**src/design/vrc_pkg.sv**
```systemverilog
// Purpose: constants for the voltage reference control block
// Assumes: 100 MHz system clock, 8-bit special-function bus
// Notes: one control register, upper four bits unused
package vrc_pkg;

  // special-function address and reset value
  localparam logic [7:0] REF_CTRL_ADDR = 8'hD1;
  localparam logic [7:0] REF_CTRL_RESET = 8'h00;
  // bits that hold state; the rest read as zero
  localparam logic [7:0] REF_CTRL_MASK = 8'h0F;

  // field positions
  localparam int BIT_REF_BUFFER = 0;
  localparam int BIT_BIAS_GEN = 1;
  localparam int BIT_TEMP_SENSOR = 2;
  localparam int BIT_SOURCE_SEL = 3;
  localparam int BIT_P0_PIN7 = 7;

  // source select encodings
  localparam logic SRC_PIN_OR_INTERNAL = 1'b0;
  localparam logic SRC_SUPPLY = 1'b1;

  // port 0 pin 7 setup needed for an external reference
  localparam logic P0_ANALOG_MODE = 1'b0;
  localparam logic P0_SKIPPED = 1'b1;

  // reference turn-on wait, least time, rounded up to whole cycles
  localparam int CLK_MHZ = 100;
  localparam int VREF_TURN_ON_NS = 20000;
  localparam int VREF_TURN_ON_CYC_RAW = (VREF_TURN_ON_NS * CLK_MHZ + 999) / 1000;
  localparam int VREF_TURN_ON_CYC = (VREF_TURN_ON_CYC_RAW < 1) ? 1 : VREF_TURN_ON_CYC_RAW;
  localparam int SETTLE_W = 12;
  localparam logic [SETTLE_W-1:0] SETTLE_LAST = SETTLE_W'(VREF_TURN_ON_CYC - 1);

endpackage

```
**src/design/vrc_sfr_port.sv**
```systemverilog
// Purpose: address decode and read-data register for the control register
// Assumes: one-cycle strobes, synchronous to clk
// Notes: read data is registered and holds until the next read
`timescale 1ns/1ns
module vrc_sfr_port (
  // clock, reset, enable
  input wire logic clk,
  input wire logic resetn,
  input wire logic ce,
  // special-function bus
  input wire logic [7:0] sfr_addr,
  input wire logic sfr_wr,
  input wire logic sfr_rd,
  output logic [7:0] sfr_rdata,
  // register side
  input wire logic [7:0] reg_value,
  output logic wr_hit
);

  logic rd_hit;
  logic [7:0] rdata_r;
  logic [7:0] rdata_nxt;

  assign wr_hit = sfr_wr && (sfr_addr == vrc_pkg::REF_CTRL_ADDR);
  assign rd_hit = sfr_rd && (sfr_addr == vrc_pkg::REF_CTRL_ADDR);
  assign sfr_rdata = rdata_r;

  always_comb begin
    rdata_nxt = rdata_r;
    if (sfr_rd) begin
      // unmapped address reads zero
      rdata_nxt = rd_hit ? (reg_value & vrc_pkg::REF_CTRL_MASK) : 8'h00;
    end
  end

  always_ff @(posedge clk or negedge resetn) begin
    if (!resetn) begin
      rdata_r <= 8'h00;
    end else if (ce) begin
      rdata_r <= rdata_nxt;
    end
  end

endmodule // vrc_sfr_port

```
**src/design/vrc_top.sv**
```systemverilog
// Purpose: voltage reference and bias control register with effective enables
// Assumes: all inputs synchronous to clk; peripheral enables are levels
// Notes: every output is registered, so enables follow peripheral inputs by one cycle and register writes by two
//
// Behaviour
// - source select picks pin/internal or supply
// - converter or oscillator forces bias generator on
// - bias bit turns bias generator on manually
// - reference, sensor or multiplier force reference bias
// - sensor bit enables sensor; off means invalid
// - upper four bits read zero, ignore writes
`timescale 1ns/1ns
module vrc_top (
  // clock, reset, enable
  input wire logic clk,
  input wire logic resetn,
  input wire logic ce,
  // special-function bus
  input wire logic [7:0] sfr_addr,
  input wire logic sfr_wr,
  input wire logic sfr_rd,
  input wire logic [7:0] sfr_wdata,
  output logic [7:0] sfr_rdata,
  // dependent peripheral enables
  input wire logic adc_enable,
  input wire logic int_osc_enable,
  input wire logic clk_mult_enable,
  // port 0 configuration seen from outside
  input wire logic [7:0] port0_input_mode,
  input wire logic [7:0] port0_crossbar_skip,
  // analog controls
  output logic ref_source_select,
  output logic ref_buffer_enable,
  output logic temp_sensor_enable,
  output logic bias_gen_enable,
  output logic ref_bias_enable,
  // status
  output logic ref_ready,
  output logic temp_data_valid,
  output logic vref_pin_cfg_err
);

  // control register group
  logic [7:0] ctrl_r;
  logic [7:0] ctrl_nxt;
  logic wr_hit;

  // effective enable group
  logic src_sel_r;
  logic src_sel_nxt;
  logic buf_en_r;
  logic buf_en_nxt;
  logic temp_en_r;
  logic temp_en_nxt;
  logic bias_en_r;
  logic bias_en_nxt;
  logic ref_bias_r;
  logic ref_bias_nxt;

  // settle and status group
  typedef enum logic [1:0] {VRC_REF_OFF, VRC_REF_SETTLE, VRC_REF_READY} vrc_ref_state_t;
  vrc_ref_state_t ref_state_r;
  vrc_ref_state_t ref_state_nxt;
  logic [vrc_pkg::SETTLE_W-1:0] settle_cnt_r;
  logic [vrc_pkg::SETTLE_W-1:0] settle_cnt_nxt;
  logic ready_r;
  logic ready_nxt;
  logic temp_valid_r;
  logic temp_valid_nxt;
  logic pin_err_r;
  logic pin_err_nxt;

  // helper: one field of the control register
  function automatic logic ctrl_bit(input logic [7:0] value, input int pos);
    ctrl_bit = value[pos];
  endfunction

  // helper: reference voltage taken from pin 7 by an outside source
  function automatic logic uses_external_ref(input logic [7:0] value);
    uses_external_ref = (ctrl_bit(value, vrc_pkg::BIT_SOURCE_SEL) ==
                         vrc_pkg::SRC_PIN_OR_INTERNAL) &&
                        !ctrl_bit(value, vrc_pkg::BIT_REF_BUFFER);
  endfunction

  // bus decode and readback
  vrc_sfr_port u_port (
    .clk(clk),
    .resetn(resetn),
    .ce(ce),
    .sfr_addr(sfr_addr),
    .sfr_wr(sfr_wr),
    .sfr_rd(sfr_rd),
    .sfr_rdata(sfr_rdata),
    .reg_value(ctrl_r),
    .wr_hit(wr_hit)
  );

  // control register
  always_comb begin
    ctrl_nxt = ctrl_r;
    if (wr_hit) begin
      // unused upper bits never store
      ctrl_nxt = sfr_wdata & vrc_pkg::REF_CTRL_MASK;
    end
  end

  always_ff @(posedge clk or negedge resetn) begin
    if (!resetn) begin
      ctrl_r <= vrc_pkg::REF_CTRL_RESET;
    end else if (ce) begin
      ctrl_r <= ctrl_nxt;
    end
  end

  // effective enables
  always_comb begin
    src_sel_nxt = ctrl_bit(ctrl_r, vrc_pkg::BIT_SOURCE_SEL);
    buf_en_nxt = ctrl_bit(ctrl_r, vrc_pkg::BIT_REF_BUFFER);
    temp_en_nxt = ctrl_bit(ctrl_r, vrc_pkg::BIT_TEMP_SENSOR);
    bias_en_nxt = ctrl_bit(ctrl_r, vrc_pkg::BIT_BIAS_GEN);
    if (adc_enable || int_osc_enable) begin
      bias_en_nxt = 1'b1;
    end
    // no register bit: purely the users of the reference bias
    ref_bias_nxt = buf_en_nxt || temp_en_nxt || clk_mult_enable;
  end

  always_ff @(posedge clk or negedge resetn) begin
    if (!resetn) begin
      src_sel_r <= vrc_pkg::SRC_PIN_OR_INTERNAL;
      buf_en_r <= 1'b0;
      temp_en_r <= 1'b0;
      bias_en_r <= 1'b0;
      ref_bias_r <= 1'b0;
    end else if (ce) begin
      src_sel_r <= src_sel_nxt;
      buf_en_r <= buf_en_nxt;
      temp_en_r <= temp_en_nxt;
      bias_en_r <= bias_en_nxt;
      ref_bias_r <= ref_bias_nxt;
    end
  end

  // reference settle tracking and status
  always_comb begin
    ref_state_nxt = ref_state_r;
    settle_cnt_nxt = settle_cnt_r;
    case (ref_state_r)
      VRC_REF_OFF: begin
        settle_cnt_nxt = '0;
        if (buf_en_r) begin
          ref_state_nxt = VRC_REF_SETTLE;
        end
      end
      VRC_REF_SETTLE: begin
        if (!buf_en_r) begin
          ref_state_nxt = VRC_REF_OFF;
          settle_cnt_nxt = '0;
        end else if (settle_cnt_r == vrc_pkg::SETTLE_LAST) begin
          ref_state_nxt = VRC_REF_READY;
        end else begin
          settle_cnt_nxt = settle_cnt_r + 1'b1;
        end
      end
      VRC_REF_READY: begin
        if (!buf_en_r) begin
          ref_state_nxt = VRC_REF_OFF;
          settle_cnt_nxt = '0;
        end
      end
      default: begin
        ref_state_nxt = VRC_REF_OFF;
        settle_cnt_nxt = '0;
      end
    endcase

    // supply and outside reference need no warm-up of the buffer
    if (src_sel_r == vrc_pkg::SRC_SUPPLY) begin
      ready_nxt = 1'b1;
    end else if (buf_en_r) begin
      ready_nxt = (ref_state_nxt == VRC_REF_READY);
    end else begin
      ready_nxt = 1'b1;
    end

    // sensor output is high impedance while off
    temp_valid_nxt = temp_en_r && ref_bias_r;

    // flag a pin 7 setup that would spoil an outside reference
    pin_err_nxt = uses_external_ref(ctrl_r) &&
                  ((port0_input_mode[vrc_pkg::BIT_P0_PIN7] != vrc_pkg::P0_ANALOG_MODE) ||
                   (port0_crossbar_skip[vrc_pkg::BIT_P0_PIN7] != vrc_pkg::P0_SKIPPED));
  end

  always_ff @(posedge clk or negedge resetn) begin
    if (!resetn) begin
      ref_state_r <= VRC_REF_OFF;
      settle_cnt_r <= '0;
      ready_r <= 1'b0;
      temp_valid_r <= 1'b0;
      pin_err_r <= 1'b0;
    end else if (ce) begin
      ref_state_r <= ref_state_nxt;
      settle_cnt_r <= settle_cnt_nxt;
      ready_r <= ready_nxt;
      temp_valid_r <= temp_valid_nxt;
      pin_err_r <= pin_err_nxt;
    end
  end

  assign ref_source_select = src_sel_r;
  assign ref_buffer_enable = buf_en_r;
  assign temp_sensor_enable = temp_en_r;
  assign bias_gen_enable = bias_en_r;
  assign ref_bias_enable = ref_bias_r;
  assign ref_ready = ready_r;
  assign temp_data_valid = temp_valid_r;
  assign vref_pin_cfg_err = pin_err_r;

endmodule // vrc_top

```
**config.mk**
```make
export PLATFORM = sky130hd
export DESIGN_NAME = vrc_top
export DESIGN_NICKNAME = d
export VERILOG_FILES = /design/src/design/vrc_pkg.sv /design/src/design/vrc_sfr_port.sv /design/src/design/vrc_top.sv
export SDC_FILE = /design/constraint.sdc
export NUM_CORES = 1
export LEC_CHECK = 0
export BUFFER_PORTS_ARGS = -buffer_cell sky130_fd_sc_hd__buf_2
export CORE_MARGIN = 5
export CORE_UTILIZATION = 35
export DETAILED_ROUTE_END_ITERATION = 10
export GPL_TIMING_DRIVEN = 0
export PLACE_DENSITY = 0.69
export SLEW_MARGIN = 20
export SYNTH_ARGS = -nofsm -noshare
export SYNTH_HDL_FRONTEND = slang
export SYNTH_SLANG_ARGS = --single-unit
```
**constraint.sdc**
```tcl
create_clock -name clk -period 1.5 [get_ports clk]
set_input_delay 0.225 -clock clk [delete_from_list [all_inputs] [get_ports clk]]
set_output_delay 0.225 -clock clk [all_outputs]
set_load 0.02 [all_outputs]
```
-- After elaboration in Yosys (flattened, before gate mapping)
Cells that the tools add are included.
- register bits after elaboration: 34
- input bits: 40
- logic and storage cells: 49
- add/sub/neg operators: 1
- equality and inequality tests: 7
- muxes and demuxes: 13
- bitwise gates (word level): 2
- reduce and logical (&&, ||, !) cells: 14
- operators with widths (operator ; count):
    $mux 12 ; 3
    $pmux 12 s2 ; 1
    $add 12x1->12 const B ; 1
    $eq 12x11->1 const B ; 1
    $eq 8x8->1 const B ; 1
    $mux 2 ; 4
    $pmux 2 s3 ; 1
    $logic_and 1x1->1 ; 5
    $eq 2x2->1 const B ; 2
    $logic_or 1x1->1 ; 4
    $mux 4 ; 1
    $reduce_and 2->1 ; 2
    $mux 1 ; 3
    $ne 3x3->1 const B ; 1
    $reduce_and 3->1 ; 1
    $eq 2x1->1 const B ; 1
    $logic_not 2->1 ; 1
    $ne 2x2->1 const B ; 1
    $not 1->1 ; 2
    $logic_not 1->1 ; 1

-- Depth between registers and ports, before layout
Gate-level depths: netlist of run 1.
- depth in word-level cells: 7
- gate-level depth with buffers: 5

-- Cells and area by module
A second synthesis of run 1 with hierarchy kept.
- cells, all modules: 156
- area total of the unflattened synthesis: 1597.8 µm²
- by module, submodules not included (module ; instances ; cells each ; area an instance (µm²) ; seq. area each (µm²)):
    vrc_top ; 1 ; 130 ; 1356.3 ; 650.6
    vrc_sfr_port ; 1 ; 26 ; 241.5 ; 100.1

-- Worst setup path after synthesis of run 1
OpenSTA, ideal clock, no wires.
- kind: flip-flop to flip-flop
- start point: reg buf_en_r, in the netlist ref_buffer_enable
- end point: reg ready_r, in the netlist ref_ready
- setup time: 82 ps
- arrival: 1382 ps
- required time: 1418 ps
- path slack: 36 ps
- cell stages (with the launch flop): 5
- period minus slack after synthesis: 1464 ps
- path through: dfrtp_1 > nand3b_2 > nor4_4 > nor2_2 > a31oi_1
- cells in the longest elaborated chain, start to end: 5
- elaborated cells on any way between the ends: 7
- classes of those cells: eq/ne (1); mux (6)
- ends and longest elaborated chain (item ; line ; RTL):
    start, declared ; vrc_top.sv:51 ; logic buf_en_r;
    start signal, assigned ; vrc_top.sv:137 ; buf_en_r <= buf_en_nxt;
    $mux 2, on equally long branches ; vrc_top.sv:166, vrc_top.sv:151, vrc_top.sv:156 ;
    $pmux 2 s3 ; vrc_top.sv:148 ; case (ref_state_r)
    $eq 2x2->1 ; vrc_top.sv:181 ; ready_nxt = (ref_state_nxt == VRC_REF_READY);
    $mux 1 * ; vrc_top.sv:180 ; end else if (buf_en_r) begin
    $mux 1 * ; vrc_top.sv:178 ; if (src_sel_r == vrc_pkg::SRC_SUPPLY) begin
    end signal, assigned ; vrc_top.sv:205 ; ready_r <= ready_nxt;
    end, declared ; vrc_top.sv:66 ; logic ready_r;
Mark *: on every way between the ends. The rest lies on a longest branch, timed or not.
A chain may end at the register's enable or synchronous reset.

-- Worst setup path after layout of run 1
- start point: reg settle_cnt_r[11] (netlist bit)
- end point: reg ref_state_r[0]
- cells in the longest elaborated chain, start to end: 4
- ends and longest elaborated chain (item ; line ; RTL):
    start, declared ; vrc_top.sv:64 ; logic [vrc_pkg::SETTLE_W-1:0] settle_cnt_r;
    start signal, assigned ; vrc_top.sv:204 ; settle_cnt_r <= settle_cnt_nxt;
    $eq 12x11->1 ; vrc_top.sv:159 ; end else if (settle_cnt_r == vrc_pkg::SETTLE_LAST) begin
    $mux 2 ; vrc_top.sv:159 ;
    $mux 2 ; vrc_top.sv:156 ; if (!buf_en_r) begin
    $pmux 2 s3 ; vrc_top.sv:148 ;
    end signal, assigned ; vrc_top.sv:203 ; ref_state_r <= ref_state_nxt;
    end, declared ; vrc_top.sv:62 ; vrc_ref_state_t ref_state_r;
No other way between the ends.

==> summary.md, run 1 <==
| Metric | Value |
|---|---|
| Max Freq | `679.3 MHz` |
| Vias per cell | `5.264` |
| Critical Path AT | `1.64 ns` |
| Ys flop type | `dfrtp_1` |
| Layout Area Growth over Synthesis | `30.12%` |
| Overall routing resource usage | `13.94%` |
| Worst VDD drop | `0.5996 mV` |
| Buf/Inv on CP | `0` |
| Worst slew pin tran | `0.6565 ns` |
| Port bufs | `33` |
| Setup CP Type | `reg -> reg` |
| Startpoint Class | `register` |
| Number of global-route vias before repair | `1265` |
| CP max stage cell | `or3b_4` |
| Initial antenna violation count | `0` |
| # Max-Cap Violations | `0` |
| Final ANT Viol Nets | `0` |
| CTS Buffer Depth | `2` |
| CTS tree | `built` |
| Avg WL per Cell | `14.30 um` |
| Final Setup Violations | `0` |
| Std-Cell Core Area | `4086 um^2` |
| Total routed wirelength | `3518 um` |
| Largest fanout on the critical path | `3` |
| Outcome | `finished clean` |
| RSZ-0062 raised after global routing | `true` |
| Worst-path clk slew | `0.06 ns` |
| Seq cells post-synth | `30` |
| CP Capture Type | `register` |
| Syn avg cell area | `10.37 um^2` |
| Fill count | `383` |
| CP required | `1.66 ns` |
| Die width | `75.55 um` |
| Antenna cells | `0` |
| Htree depth | `2` |
| Root buffer cell | `clkbuf_8` |
| Die footprint | `5708 um^2` |
| Post-synth EDFFs | `0` |
| Max Clock Skew | `0.006198 ns` |
| Synth area leader | `dfrtp_1` |
| First-pass GRT wire length | `5878 um` |
| Die Ht | `75.55 um` |
| Pwr/cell area | `811.5 nW/um^2` |
| I/O pins | `56` |
| Synth top area share | `49.92%` |
| Area of the mapped netlist | `1504 um^2` |
| Clock latency on the worst-skew pair | `0.29 ns` |
| Count leader, synth | `dfrtp_1` |
| Net count, final | `237` |
| DR vias | `1295` |
| Post-synthesis cell count | `145` |
| Area contributors post-synth | `dfrtp_1 50%, o21ai_0 5.3%, mux2_2 5.2%, o31ai_1 4.0%, and3_1 2.5%` |
| Starting Density | `36.80%` |
| Cell row count | `23` |
| Share of cells above drive strength 1 | `41.84%` |
| DRT iter0 DRCs | `75` |
| Grt total ovfl | `0` |
| Rel. slew slack | `56.23%` |
| Fin crit share | `98.14%` |
| Clock sinks | `30` |
| Post-synthesis sequential area ratio | `49.92%` |
| Max incr delay on CP | `0.43 ns` |
| HP Class | `in -> reg` |
| Min Hold Slack | `0.1677 ns` |
| Ys async rst share | `100.0%` |
| DR DRC count | `0` |
| Worst path top cell family by delay | `simple AND/OR/NAND/NOR gates` |
| Pin count of the biggest net entering global routing | `31` |
| Total Power | `1588 uW` |
| Hpwl dp | `2464 um` |
| Synth warnings | `0` |
| Final hold vios | `0` |
| Leakage | `0.001020 uW` |
| Crit-path cells | `or3b_4 -> or3_4 -> nor2_2 -> o22ai_1` |
| Min Clock Period, post-route | `1.472 ns` |
| Synth unique cells | `40` |
| Post-synth top cells | `30 x dfrtp_1, 16 x o21ai_0, 8 x o31ai_1` |
| Max-slew violations | `0` |
| GPL Wtd Cong | `0.7512` |
| Num CTS Buffers | `5` |
| Fin util | `47.89%` |
| Pre-antenna DRT Iters | `4` |
==> sequential cells by signal, summed over array words and instances, names as in the netlist, 2 cells and up <==
signal and count:
ctrl_r 4, ref_state_r 2, settle_cnt_r 12, u_port.sfr_rdata 4
==> logic make-up after synthesis <==
| logic type | count (synthesis) | synth area share, % |
|---|---|---|
| simple gates | 46 | 19.80 |
| compound gates | 44 | 18.55 |
| flops | 30 | 49.92 |
| buf+inv | 16 | 5.407 |
| mux | 7 | 5.242 |
| fa+ha+maj | 1 | 0.8318 |
| other cells | 1 | 0.2493 |
==> final cells by class <==
cell class	instances	area (um^2)	share of cell area (%)
sequential	30	755.7	38.62
multi-input combinational	102	740.7	37.85
timing repair buffer	42	235.2	12.02
clock buffer	5	68.82	3.517
buffer	10	65.06	3.325
tap	50	62.56	3.197
inverter	5	18.77	0.9591
clock inverter	2	10.01	0.5115
==> metrics by stage <==
step / cell area (um^2) / TNS [ns] / setup WS, ns / instances
CTS: 1878 / -0.2300 / -0.07117 / 244
global placement: 1743 / -1.277 / -0.1466 / 231
detailed placement: 1743 / -1.240 / -0.1669 / 231
finish: 1957 / 0 / 0.02783 / 246
global route: 1957 / -0.2387 / -0.03907 / 246
floorplan: 1515 / 0 / 0.03648 / 148
==> where the power goes <==
part,total [uW],switching [uW],internal [uW]
Combinational,133,76.7,56.7
Sequential,840,13.6,826
Clock,615,305,310
==> cell usage in the layout, fill, tap and decap left out, types with 2 or more instances in the layout <==
| cell type | count |
|---|---|
| nand2_1 | 6 |
| mux2_2 | 7 |
| conb_1 | 4 |
| dfrtp_2 | 4 |
| and3_1 | 6 |
| nand3b_1 | 2 |
| o31a_1 | 2 |
| inv_1 | 5 |
| buf_2 | 37 |
| o31ai_1 | 6 |
| nor3_1 | 2 |
| nor2_1 | 6 |
| o21ai_0 | 13 |
| clkbuf_8 | 5 |
| clkinv_2 | 2 |
| a22o_1 | 4 |
| buf_4 | 12 |
| a21oi_1 | 5 |
| o31ai_2 | 2 |
| nand3_1 | 4 |
| o21ai_1 | 3 |
| nand4_1 | 3 |
| dfrtp_1 | 26 |
| a31oi_1 | 5 |
==> repair_timing <==
| action | CTS | global route |
|---|---|---|
| setup buffers | 5 | 3 |
| gates resized for setup | 3 | 21 |
| endpoints found under the setup margin | 13 | 15 |
| hold buffers | 1 | 0 |
| endpoints found under the hold margin | 30 | 0 |
| pin swaps | 3 | 6 |
==> path summary, 6_finish.rpt <==
kind / to / slack [ns] / cells past startpoint / startpoint
worst max register to register: ref_state_r[0] / 0.03 / 4 / settle_cnt_r[11]
worst min register to register: vref_pin_cfg_err / 0.50 / 1 / vref_pin_cfg_err
max in group asynchronous: settle_cnt_r[4] / 0.53 / 2 / resetn
worst min-delay path: ctrl_r[1] / 0.17 / 2 / sfr_wdata[1]
min in group asynchronous: settle_cnt_r[11] / 0.50 / 2 / resetn
worst max-delay path: ref_state_r[0] / 0.03 / 4 / settle_cnt_r[11]
==> metal layers <==
layer  wire length (um)  vias to the layer above  GRT usage [%]
li1                   -                      633              -
met1               1447                      626          16.42
met2               1773                       31          22.63
met3                236                        5          3.958
met4                 60                        0          8.155
met5                  0                        -              0
No activity file was read; power rests on OpenSTA's default activity.
==> inputs of run 2 (changes only) <==
- CORE_UTILIZATION: 35 -> 34
- PLACE_DENSITY: 0.69 -> 0.68
==> run 2 against run 1 <==
  * The run now ends with setup timing left
  * Cell count is 2.8% higher
  * Sequential power hardly changed
  * Via count is 1.9% higher
  * Die area is 2.6% higher
  * Clock power is 64% higher
  * First-iteration DRC count is 29% lower
  * Sequential cell count stayed put
  * Critical path depth is 1 higher
  * Clock-buffer cell count is 1 higher
  * Wire length is 0.26% higher
  * Maximum frequency is 2.1% lower
  * Critical path type unchanged
==> summary.md, run 2 (synthesis results as in run 1) <==
| Metric | Value |
|---|---|
| Outcome | `finished with violations` |
| Failing checks | `setup timing` |
| Total routed wirelength | `3527 um (+0.26%)` |
| Crit-path cells | `or3b_4 -> nor4_4 -> buf_4 -> nor2_4 -> a31oi_1` |
| Cell row count | `24 (+4.3%)` |
| Number of global-route vias before repair | `1197 (-5.4%)` |
| Initial antenna violation count | `0 (unchanged)` |
| Port bufs | `33 (unchanged)` |
| Largest fanout on the critical path | `5 (+2)` |
| GPL Wtd Cong | `0.7940 (+5.7%)` |
| Num CTS Buffers | `5 (unchanged)` |
| Root buffer cell | `clkbuf_8` |
| Fin crit share | `100.3% (+2.2 points)` |
| Rel. slew slack | `57.03% (+0.80 points)` |
| Min Clock Period, post-route | `1.504 ns (+0.03231 ns)` |
| Largest Register | `settle_cnt_r` |
| Die footprint | `5854 um^2 (+2.6%)` |
| Most used routing layer | `met2` |
| Share of cells above drive strength 1 | `42.29% (+0.45 points)` |
| Max reg flops | `12 (unchanged)` |
| Vias per cell | `5.217 (-0.89%)` |
| Clock latency on the worst-skew pair | `0.28 ns (about the same)` |
| Antenna cells | `0 (unchanged)` |
| Htree depth | `2 (unchanged)` |
| Die Ht | `76.51 um (+1.3%)` |
| Die width | `76.51 um (+1.3%)` |
| Std-Cell Core Area | `4324 um^2 (+5.8%)` |
| Grt total ovfl | `0 (unchanged)` |
| Hpwl dp | `2356 um (-4.4%)` |
| Overall routing resource usage | `11.31% (-2.6 points)` |
| Critical Path AT | `1.71 ns (+0.07 ns)` |
| CP Capture Type | `register` |
| Commonest non-fill, non-tap cell in the layout | `buf_2` |
| Net count, final | `241 (+1.7%)` |
| Worst-path clk slew | `0.07 ns (about the same)` |
| Placed Cells | `233 (+0.87%)` |
| Clock sinks | `30 (unchanged)` |
| Pin count of the biggest net entering global routing | `31 (unchanged)` |
| Setup CP Type | `reg -> reg` |
| Final Setup Violations | `1 (+1)` |
| Startpoint Class | `register` |
| CTS Buffer Depth | `2 (unchanged)` |
| Starting Density | `34.78% (-2.0 points)` |
| Total Power | `1985 uW (+25%)` |
| First-pass GRT wire length | `5492 um (-6.6%)` |
| Leakage | `0.001074 uW (+5.3%)` |
| Worst VDD drop | `0.3606 mV (-40%)` |
| Avg WL per Cell | `13.94 um (-2.5%)` |
| Max incr delay on CP | `0.43 ns (about the same)` |
| # Max-Cap Violations | `0 (unchanged)` |
| Post-route setup slack | `-0.004483 ns (-0.03231 ns)` |
| Final ANT Viol Nets | `0 (unchanged)` |
| Pre-antenna DRT Iters | `4 (unchanged)` |
| Pwr/cell area | `965.5 nW/um^2 (+19%)` |
| M3 GR Usage | `3.310% (-0.65 points)` |
| Max Clock Skew | `0.008570 ns (+0.002372 ns)` |
| Final hold vios | `0 (unchanged)` |
| Worst slew pin tran | `0.6446 ns (-0.01196 ns)` |
| CTS tree | `built` |
| DRT iter0 DRCs | `53 (-29%)` |
| HP Class | `in -> reg` |
| Worst R2R Setup Slack | `-0.004 ns (-0.03 ns)` |
| DR vias | `1320 (+1.9%)` |
| CP required | `1.71 ns (+0.05 ns)` |
| Grt met1 use | `14.61% (-1.8 points)` |
| Layout Area Growth over Synthesis | `36.69%` |
| DR DRC count | `0 (unchanged)` |
| I/O pins | `56 (unchanged)` |
| Most frequent cells in the layout | `36 x buf_2, 26 x dfrtp_1, 16 x buf_4` |
| Max-slew violations | `0 (unchanged)` |
| RSZ-0062 raised after global routing | `true` |
| Max Freq | `664.7 MHz (-2.1%)` |
| Non-Filler Instances | `253 (+2.8%)` |
| CP max stage cell | `or3b_4` |
| Met2 usage | `18.07% (-4.6 points)` |
| Fill count | `416 (+8.6%)` |
==> run 2: cell types whose count changed in the layout (fill, tap and decap cells not counted), sizes merged <==
| cell | delta |
|---|---|
| buf | +3 |
| bufinv | +2 |
| clkbuf | +2 |
| clkinv | -2 |
==> run 2: layer usage <==
metal  vias up  wire [um]  part of all wire (%)
met2        39       1733                    49
met4         0         59                   1.7
met1       621       1588                    45
li1        648          -                     -
met3        12        145                   4.1
met5         -          0                     0
==> run 2: worst paths after layout <==
path / start / end / cells after the start
max: settle_cnt_r[11] / ref_ready / 5
min: sfr_wdata[1] / ctrl_r[1] / 2
max reg2reg: settle_cnt_r[11] / ref_ready / 5
min reg2reg: u_port.sfr_rdata[2] / u_port.sfr_rdata[2] / 1
max in group asynchronous: resetn / settle_cnt_r[2] / 2
min in group asynchronous: resetn / ctrl_r[0] / 2
==> run 2: repair_timing <==
item | 4_1_cts | 5_1_grt
resized for setup | 4 | 23
hold endpoints to repair | 30 | 0
buffers inserted | 5 | 7
hold buffers | 1 | 0
pin swaps | 3 | 4
endpoints found under the setup margin | 13 | 15
==> run 2: layout make-up <==
cell class / count / area (um^2) / area share (%)
Tap cell: 52 / 65.06 / 3.165
Multi-Input combinational cell: 102 / 740.7 / 36.03
Clock inverter: 2 / 60.06 / 2.921
Timing Repair Buffer: 46 / 265.3 / 12.90
Sequential cell: 30 / 755.7 / 36.76
Inverter: 5 / 18.77 / 0.9130
Clock buffer: 6 / 82.58 / 4.017
Buffer: 10 / 67.56 / 3.287
==> run 2: worst max-delay path: cells and delay by family, from the launching register on <==
kind                   cells  cell delay, ns
and+or+nand+nor            3            0.71
DFF                        1            0.38
buffers and inverters      1            0.20
AOI/OAI and AO/OA          1            0.16
==> run 2: report_power, final <==
part	leakage, uW	switching (uW)	internal, uW
Combinational	0.000608	79.1	59.8
Sequential	0.000395	13.5	826
Clock	0.0000714	299	708
Total	0.00107	391	1590
==> run 2: metrics by stage <==
| stage | hold WS [ns] | utilization (%) | setup slack, ns | area, um^2 | TNS (ns) |
|---|---|---|---|---|---|
| global route | 0.1668 | 47.54 | -0.09551 | 2056 | -0.5009 |
| CTS | 0.1648 | 44.94 | -0.06214 | 1943 | -0.2329 |
| global placement | 0.2955 | 40.36 | -0.1539 | 1745 | -1.044 |
| detailed placement | 0.2965 | 40.36 | -0.1311 | 1745 | -1.045 |
| finish | 0.1687 | 47.54 | -0.004483 | 2056 | -0.004483 |
| floorplan | -0.07059 | - | 0.03648 | 1515 | 0 |
